===== config.mk =====
export PLATFORM = sky130hd
export DESIGN_NAME = phy_basic_control
export DESIGN_NICKNAME = d
export VERILOG_FILES = /design/src/rtl/bmc_pkg.sv /design/src/rtl/col_path_if.sv /design/src/rtl/col_path.sv /design/src/rtl/phy_basic_control.sv
export SDC_FILE = /design/constraint.sdc
export NUM_CORES = 1
export LEC_CHECK = 0
export BUFFER_PORTS_ARGS = -buffer_cell sky130_fd_sc_hd__buf_2
export CORE_MARGIN = 3
export CORE_UTILIZATION = 38
export CTS_CLUSTER_DIAMETER = 80
export CTS_CLUSTER_SIZE = 8
export DETAILED_ROUTE_END_ITERATION = 16
export PLACE_DENSITY = 0.7
export SLEW_MARGIN = 30
export SYNTH_ARGS = -nofsm -noshare
export SYNTH_HDL_FRONTEND = slang
export SYNTH_SLANG_ARGS = --single-unit

===== constraint.sdc =====
create_clock -name clk_sys -period 1.2 [get_ports clk_sys]
set_input_delay 0.12 -clock clk_sys [delete_from_list [all_inputs] [get_ports clk_sys]]
set_output_delay 0.12 -clock clk_sys [all_outputs]
set_load 0.1 [all_outputs]

===== src/rtl/bmc_pkg.sv =====
package bmc_pkg;
   localparam int ADDR_W = 5;
   localparam int DATA_W = 16;
   localparam logic [ADDR_W-1:0] BASIC_MODE_CONTROL_OFS = 5'h00;

   // Field positions
   localparam int SOFT_RESET_BIT = 15;
   localparam int LOOPBACK_BIT = 14;
   localparam int SPEED_BIT = 13;
   localparam int AN_ENABLE_BIT = 12;
   localparam int POWER_DOWN_BIT = 11;
   localparam int ISOLATE_BIT = 10;
   localparam int AN_RESTART_BIT = 9;
   localparam int DUPLEX_BIT = 8;
   localparam int COL_TEST_BIT = 7;

   // Values after reset
   localparam logic RST_LOOPBACK = 1'b0;
   localparam logic RST_SPEED = 1'b1;
   localparam logic RST_POWER_DOWN = 1'b0;
   localparam logic RST_ISOLATE = 1'b0;
   localparam logic RST_AN_RESTART = 1'b0;
   localparam logic RST_DUPLEX = 1'b0;
   localparam logic RST_COL_TEST = 1'b0;
   localparam logic RST_AN_ENABLE = 1'b0;
   localparam logic [DATA_W-1:0] RSVD_READ = 16'h0000;

   // Collision test timing
   localparam int CLK_PERIOD_PS = 5000;
   localparam int BIT_TIME_100M_PS = 10000;
   localparam int COL_ASSERT_MAX_BITS = 512;
   localparam int COL_DEASSERT_MAX_BITS = 4;
   localparam int COL_ASSERT_MAX_CYC = (COL_ASSERT_MAX_BITS * BIT_TIME_100M_PS) / CLK_PERIOD_PS;
   localparam int COL_DEASSERT_MAX_CYC = (COL_DEASSERT_MAX_BITS * BIT_TIME_100M_PS) / CLK_PERIOD_PS;
   localparam int COL_LAT_CYC = 1;
endpackage


===== src/rtl/col_path_if.sv =====
`timescale 1ns/1ps
interface col_path_if;
   logic tx_en;
   logic col_core;
   logic col_test;
   logic active;
   logic col;
   modport ctrl (output tx_en, output col_core, output col_test, output active, input col);
   modport path (input tx_en, input col_core, input col_test, input active, output col);
endinterface


===== src/rtl/col_path.sv =====
`timescale 1ns/1ps
module col_path #(
   parameter int LAT = bmc_pkg::COL_LAT_CYC
) (
   input wire logic clk_sys,
   input wire logic resetn,
   input wire logic ce,
   col_path_if.path cp
);
   import bmc_pkg::*;

   initial begin
      if (LAT < 1 || LAT > COL_DEASSERT_MAX_CYC) begin
         $error("col_path: LAT out of range");
      end
   end

   logic [LAT-1:0] pipe_reg;
   logic [LAT-1:0] pipe_next;
   logic src;

   // Same latency both ways keeps either edge inside the tighter bound
   always_comb begin
      src = cp.active & (cp.col_test ? cp.tx_en : cp.col_core);
      pipe_next = pipe_reg;
      if (ce) begin
         // Top bit of the concatenation is the one shifted out
         pipe_next = LAT'({pipe_reg, src});
      end
   end

   always_ff @(posedge clk_sys or negedge resetn) begin
      if (!resetn) begin
         pipe_reg <= '0;
      end else begin
         pipe_reg <= pipe_next;
      end
   end

   assign cp.col = pipe_reg[LAT-1];
endmodule


===== src/rtl/phy_basic_control.sv =====
// How it works
// - Power-down stops all transceiver functions; the register stays accessible.
// - Isolate detaches the MII outputs; management keeps working.
// - Writing 1 to restart bit restarts negotiation from the beginning.
// - Restart write ignored while negotiation enable is 0.
// - Restart bit reads 1 until negotiation initiated, then clears itself.
// - Writing 0 to a pending restart bit does not disturb negotiation.
// - With negotiation disabled, duplex bit 1 selects full, 0 half duplex.
// - Collision test asserts COL within 512 bit times of TX_EN rising.
// - Collision test drops COL within 4 bit times of TX_EN falling.
// - Bits 6 to 0 ignore writes and read as zero.
// - Negotiation enabled ignores manual duplex and speed; disabled, they apply.
`timescale 1ns/1ps
module phy_basic_control (
   input wire logic clk_sys,
   input wire logic resetn,
   input wire logic ce,
   input wire logic [bmc_pkg::ADDR_W-1:0] reg_addr,
   input wire logic [bmc_pkg::DATA_W-1:0] reg_wdata,
   input wire logic reg_wr,
   input wire logic reg_rd,
   output logic [bmc_pkg::DATA_W-1:0] reg_rdata,
   input wire logic an_enable_strap,
   output logic an_restart,
   input wire logic an_initiated,
   input wire logic an_duplex_full,
   input wire logic an_speed_100,
   output logic duplex_full,
   output logic speed_100,
   output logic core_enable,
   output logic loopback,
   input wire logic tx_en,
   input wire logic col_core,
   input wire logic crs_core,
   input wire logic rx_dv_core,
   input wire logic rx_er_core,
   input wire logic [3:0] rxd_core,
   output logic col,
   output logic col_oe,
   output logic crs,
   output logic crs_oe,
   output logic rx_dv,
   output logic rx_er,
   output logic [3:0] rxd,
   output logic rx_oe,
   output logic tx_accept
);
   import bmc_pkg::*;

   // ***************************
   // Control register
   // ***************************
   logic loopback_reg, loopback_next;
   logic speed_reg, speed_next;
   logic an_enable_reg, an_enable_next;
   logic power_down_reg, power_down_next;
   logic isolate_reg, isolate_next;
   logic an_restart_reg, an_restart_next;
   logic duplex_reg, duplex_next;
   logic col_test_reg, col_test_next;
   logic strap_taken_reg, strap_taken_next;
   logic [DATA_W-1:0] rdata_reg, rdata_next;
   logic wr_hit;
   logic [DATA_W-1:0] ctrl_view;

   function automatic logic [DATA_W-1:0] pack_ctrl(
      input logic lb, input logic spd, input logic ane, input logic pd,
      input logic iso, input logic rst_an, input logic dup, input logic ct);
      logic [DATA_W-1:0] v;
      v = RSVD_READ;
      v[LOOPBACK_BIT] = lb;
      v[SPEED_BIT] = spd;
      v[AN_ENABLE_BIT] = ane;
      v[POWER_DOWN_BIT] = pd;
      v[ISOLATE_BIT] = iso;
      v[AN_RESTART_BIT] = rst_an;
      v[DUPLEX_BIT] = dup;
      v[COL_TEST_BIT] = ct;
      return v;
   endfunction

   assign wr_hit = reg_wr && (reg_addr == BASIC_MODE_CONTROL_OFS);
   assign ctrl_view = pack_ctrl(loopback_reg, speed_reg, an_enable_reg, power_down_reg,
                                isolate_reg, an_restart_reg, duplex_reg, col_test_reg);

   always_comb begin
      loopback_next = loopback_reg;
      speed_next = speed_reg;
      an_enable_next = an_enable_reg;
      power_down_next = power_down_reg;
      isolate_next = isolate_reg;
      an_restart_next = an_restart_reg;
      duplex_next = duplex_reg;
      col_test_next = col_test_reg;
      strap_taken_next = strap_taken_reg;
      rdata_next = '0;
      if (ce) begin
         // Strap sampled once after reset release, never under the reset itself
         if (!strap_taken_reg) begin
            strap_taken_next = 1'b1;
            an_enable_next = an_enable_strap;
         end
         // Engine acknowledge clears the request; a fresh write below wins
         if (an_initiated) begin
            an_restart_next = 1'b0;
         end
         if (wr_hit) begin
            if (reg_wdata[SOFT_RESET_BIT]) begin
               // Self-clearing reset: defaults and strap reloaded in one cycle
               loopback_next = RST_LOOPBACK;
               speed_next = RST_SPEED;
               an_enable_next = an_enable_strap;
               power_down_next = RST_POWER_DOWN;
               isolate_next = RST_ISOLATE;
               an_restart_next = RST_AN_RESTART;
               duplex_next = RST_DUPLEX;
               col_test_next = RST_COL_TEST;
               strap_taken_next = 1'b1;
            end else begin
               loopback_next = reg_wdata[LOOPBACK_BIT];
               speed_next = reg_wdata[SPEED_BIT];
               an_enable_next = reg_wdata[AN_ENABLE_BIT];
               power_down_next = reg_wdata[POWER_DOWN_BIT];
               isolate_next = reg_wdata[ISOLATE_BIT];
               duplex_next = reg_wdata[DUPLEX_BIT];
               col_test_next = reg_wdata[COL_TEST_BIT];
               // Written 0 leaves a pending request alone
               if (reg_wdata[AN_RESTART_BIT] && an_enable_reg) begin
                  an_restart_next = 1'b1;
               end
            end
         end
         if (reg_rd) begin
            if (reg_addr == BASIC_MODE_CONTROL_OFS) begin
               rdata_next = ctrl_view;
            end else begin
               rdata_next = '0;
            end
         end
      end else begin
         rdata_next = rdata_reg;
      end
   end

   always_ff @(posedge clk_sys or negedge resetn) begin
      if (!resetn) begin
         loopback_reg <= RST_LOOPBACK;
         speed_reg <= RST_SPEED;
         an_enable_reg <= RST_AN_ENABLE;
         power_down_reg <= RST_POWER_DOWN;
         isolate_reg <= RST_ISOLATE;
         an_restart_reg <= RST_AN_RESTART;
         duplex_reg <= RST_DUPLEX;
         col_test_reg <= RST_COL_TEST;
         strap_taken_reg <= 1'b0;
         rdata_reg <= '0;
      end else begin
         loopback_reg <= loopback_next;
         speed_reg <= speed_next;
         an_enable_reg <= an_enable_next;
         power_down_reg <= power_down_next;
         isolate_reg <= isolate_next;
         an_restart_reg <= an_restart_next;
         duplex_reg <= duplex_next;
         col_test_reg <= col_test_next;
         strap_taken_reg <= strap_taken_next;
         rdata_reg <= rdata_next;
      end
   end

   assign reg_rdata = rdata_reg;

   // ***************************
   // Mode resolution
   // ***************************
   logic active;
   logic mii_on;

   assign active = ~power_down_reg;
   assign mii_on = active & ~isolate_reg;
   assign core_enable = active;
   assign loopback = loopback_reg & active;
   // Restart held off in power-down; bit stays pending until engine runs
   assign an_restart = an_restart_reg & an_enable_reg & active;
   assign duplex_full = an_enable_reg ? an_duplex_full : duplex_reg;
   assign speed_100 = an_enable_reg ? an_speed_100 : speed_reg;

   // ***************************
   // MII output gating
   // ***************************
   logic crs_reg, crs_next;
   logic rx_dv_reg, rx_dv_next;
   logic rx_er_reg, rx_er_next;
   logic [3:0] rxd_reg, rxd_next;

   always_comb begin
      crs_next = crs_reg;
      rx_dv_next = rx_dv_reg;
      rx_er_next = rx_er_reg;
      rxd_next = rxd_reg;
      if (ce) begin
         // Quiet values while detached so nothing stale leaks out
         crs_next = crs_core & mii_on;
         rx_dv_next = rx_dv_core & mii_on;
         rx_er_next = rx_er_core & mii_on;
         rxd_next = mii_on ? rxd_core : 4'h0;
      end
   end

   always_ff @(posedge clk_sys or negedge resetn) begin
      if (!resetn) begin
         crs_reg <= 1'b0;
         rx_dv_reg <= 1'b0;
         rx_er_reg <= 1'b0;
         rxd_reg <= 4'h0;
      end else begin
         crs_reg <= crs_next;
         rx_dv_reg <= rx_dv_next;
         rx_er_reg <= rx_er_next;
         rxd_reg <= rxd_next;
      end
   end

   assign crs = crs_reg;
   assign rx_dv = rx_dv_reg;
   assign rx_er = rx_er_reg;
   assign rxd = rxd_reg;
   assign rx_oe = mii_on;
   assign crs_oe = mii_on;
   assign col_oe = mii_on;
   assign tx_accept = mii_on;

   // ***************************
   // Collision path
   // ***************************
   col_path_if cpi ();

   assign cpi.tx_en = tx_en & mii_on;
   assign cpi.col_core = col_core;
   assign cpi.col_test = col_test_reg;
   assign cpi.active = mii_on;

   col_path #(
      .LAT(COL_LAT_CYC)
   ) u_col_path (
      .clk_sys(clk_sys),
      .resetn(resetn),
      .ce(ce),
      .cp(cpi.path)
   );

   assign col = cpi.col;
endmodule


==> impl_metrics.toml <==
[worst_setup_path]
r2r_end = "an_restart_reg"
critPathLaunchType = "flop"
cp-end-kind = "primary output"
r2r_cells = 4
r2r_start = "an_enable_reg"
cp_max_fo = 5
reg2reg_slack_ns = -0.08
arrival_ns = 1.31
crit_type = "flop to primary output"
cp.required_ns = 1.08

[worst_hold_path]
whs_endpoint = "power_down_reg"
hold_depth = 3
min-delay-start = "reg_wdata[11]"
hold_path.class = "input pin to flop"

[synth]
yosysSeqAreaShare = 0.4762
yosysWarnings = 0
syn_area_um2 = 1316
async_flop_share = 1.000
netlist_instances = 138
ys_ff_latch = 25
synth_cell_types = 30
ys.flop_type = "dfrtp_1"
synth-edff-count = 0
syn_area_per_cell_um2 = 9.538

[cells_and_area]
final_common_cell = "buf_2"
nets = 240
num_antenna_cells = 0
largest_reg_flops = 8
final_cell_mix = "31 x buf_2, 22 x inv_1, 22 x dfrtp_1"
drive_gt1_frac = 0.5150
instances_no_fill = 244
syn_to_final_growth_pct = 57.60

[grt]
grtUsageTotal = 0.1612
grt_pass1_vias = 1182
grt_overflow = 0
antenna_found_initial = 0
grt_first_pass_wirelength_um = 5299
grt_start_max_net_pins = 34

[floorplanning]
fp.dieW_um = 64.86
die_h_um = 64.86
dieArea_um2 = 4206
io_pins = 72
initial_utilization = 0.4142
core_um2 = 3178
num_rows = 20

[flow_run]
maxCapViolations = 0

[detailed_routing]
route.detailed.drc = 0
viasPerCell = 4.717
ant_nets = 0
routed_wl_um = 3227
drtIter0Drc = 32
dr.pass1.iters = 4
post_drt_wl_per_cell_um = 13.23
dr_total_vias = 1151

[power]
vdd_drop_max_mv = 0.4534
p_leak_uw = 0.0009642
power_density_nw_per_um2 = 1213

[sta]
hold_viol = 0
fmax_mhz = 701.1
max_slew_margin = 0.6337
setup_tns_ns = -1.612
period_minus_slack_ns = 1.426
fin_worst_skew_ns = 0.001855
timing.final.ws_setup_ns = -0.2263
final.period_utilization = 1.189
rsz0062_at_grt = "yes"
worst_slew_pin_slew_ns = 0.5494
setup_viol = 10
drv_slew = 0

[clocking]
cts_tree = "built"
clk_pin_slew_ns = 0.14
clk_latency_ns = 0.32
htree_levels = 1
cts.sinks = 25
cts-buffers-inserted = 3
clk_path_buf_depth = 2
cts-root-buf = "clkbuf_4"

[outcome]
violations = "negative setup slack"
status = "finished with violations"

[placed_design]
placed_cells = 235
pre_cts_slack_ns = -0.3056
port_buffers = 56
routabilityCongestion = 0.7435
place_hpwl_um = 2524
[area by class of cell]
class / count / area, µm²
fill: 253 / 1104
timing repair buffer: 71 / 690.7
sequential: 25 / 629.4
multi-input combinational: 77 / 579.3
inverter: 23 / 90.09
tap: 44 / 55.05
clock buffer: 3 / 22.52
clock inverter: 1 / 7.507
[power breakdown]
part           leakage (µW)  switching [µW]  internal, µW
sequential         0.000326            54.7           901
combinational      0.000624             815           357
clock             0.0000139             262           127
[timing repair]
item | in CTS | in global routing
hold buffers | 1 | 0
setup endpoints to repair | 19 | 12
pin swaps | 0 | 1
endpoints found under the hold margin | 24 | 0
gates resized for setup | 14 | 2
setup buffers | 3 | 1
[worst max-delay path, cell delays in order, from the launching register on]
cell	delay [ns]
dfrtp_2	0.48
mux2_4	0.33
buf_12	0.17
[cells in the mapped netlist (all sizes together) (2+ instances only)]
library cell	count	area [µm²]
inv	23	86.33
mux2	2	22.52
nor2	3	11.26
o21ai	13	65.06
or4	2	18.77
mux2i	3	30.03
o41ai	4	35.03
buf	15	112.6
o2111ai	2	17.52
dfrtp	24	600.6
clkbuf	5	18.77
o22ai	9	106.4
nand2	13	48.80
nand2b	2	12.51
nand3	7	35.03
[metrics by stage]
stage	power [µW]	hold WS (ns)	instance area, µm²	utilization
floorplan	1805	-0.1756	1460	-
global placement	2064	0.1331	1961	0.6169
detailed placement	2083	0.1393	1961	0.6169
CTS	2528	0.02479	2063	0.6492
global route	2629	0.01699	2074	0.6528
finish	2517	0.03229	2074	0.6528
[layer usage]
metal,vias to the layer above,global-route usage,part of all wire
met5,-,0,0
met4,0,0.07124,0.017
met3,4,0.02946,0.048
met2,34,0.3014,0.56
met1,548,0.1743,0.38
li1,565,-,-
[worst max path at each step]
stage / start / end / slack, ns / cells after the start
after floorplan: power_down_reg / crs_oe / -0.29 / 2
after global placement: reg_addr[3] / reg_rdata[7] / -0.27 / 5
after detailed placement: reg_addr[3] / an_restart_reg / -0.31 / 5
after CTS: an_enable_reg / speed_100 / -0.23 / 2
after global routing: an_enable_reg / speed_100 / -0.28 / 2
final: an_enable_reg / speed_100 / -0.23 / 2
[cell families after synthesis]
| family | after synthesis | synth area share |
|---|---|---|
| compound gates | 30 | 0.1816 |
| buf+inv | 43 | 0.1654 |
| simple gates | 34 | 0.1340 |
| other cells | 1 | 0.002849 |
| flops | 25 | 0.4762 |
| mux | 5 | 0.03992 |
No activity file was read; power rests on OpenSTA's default activity.
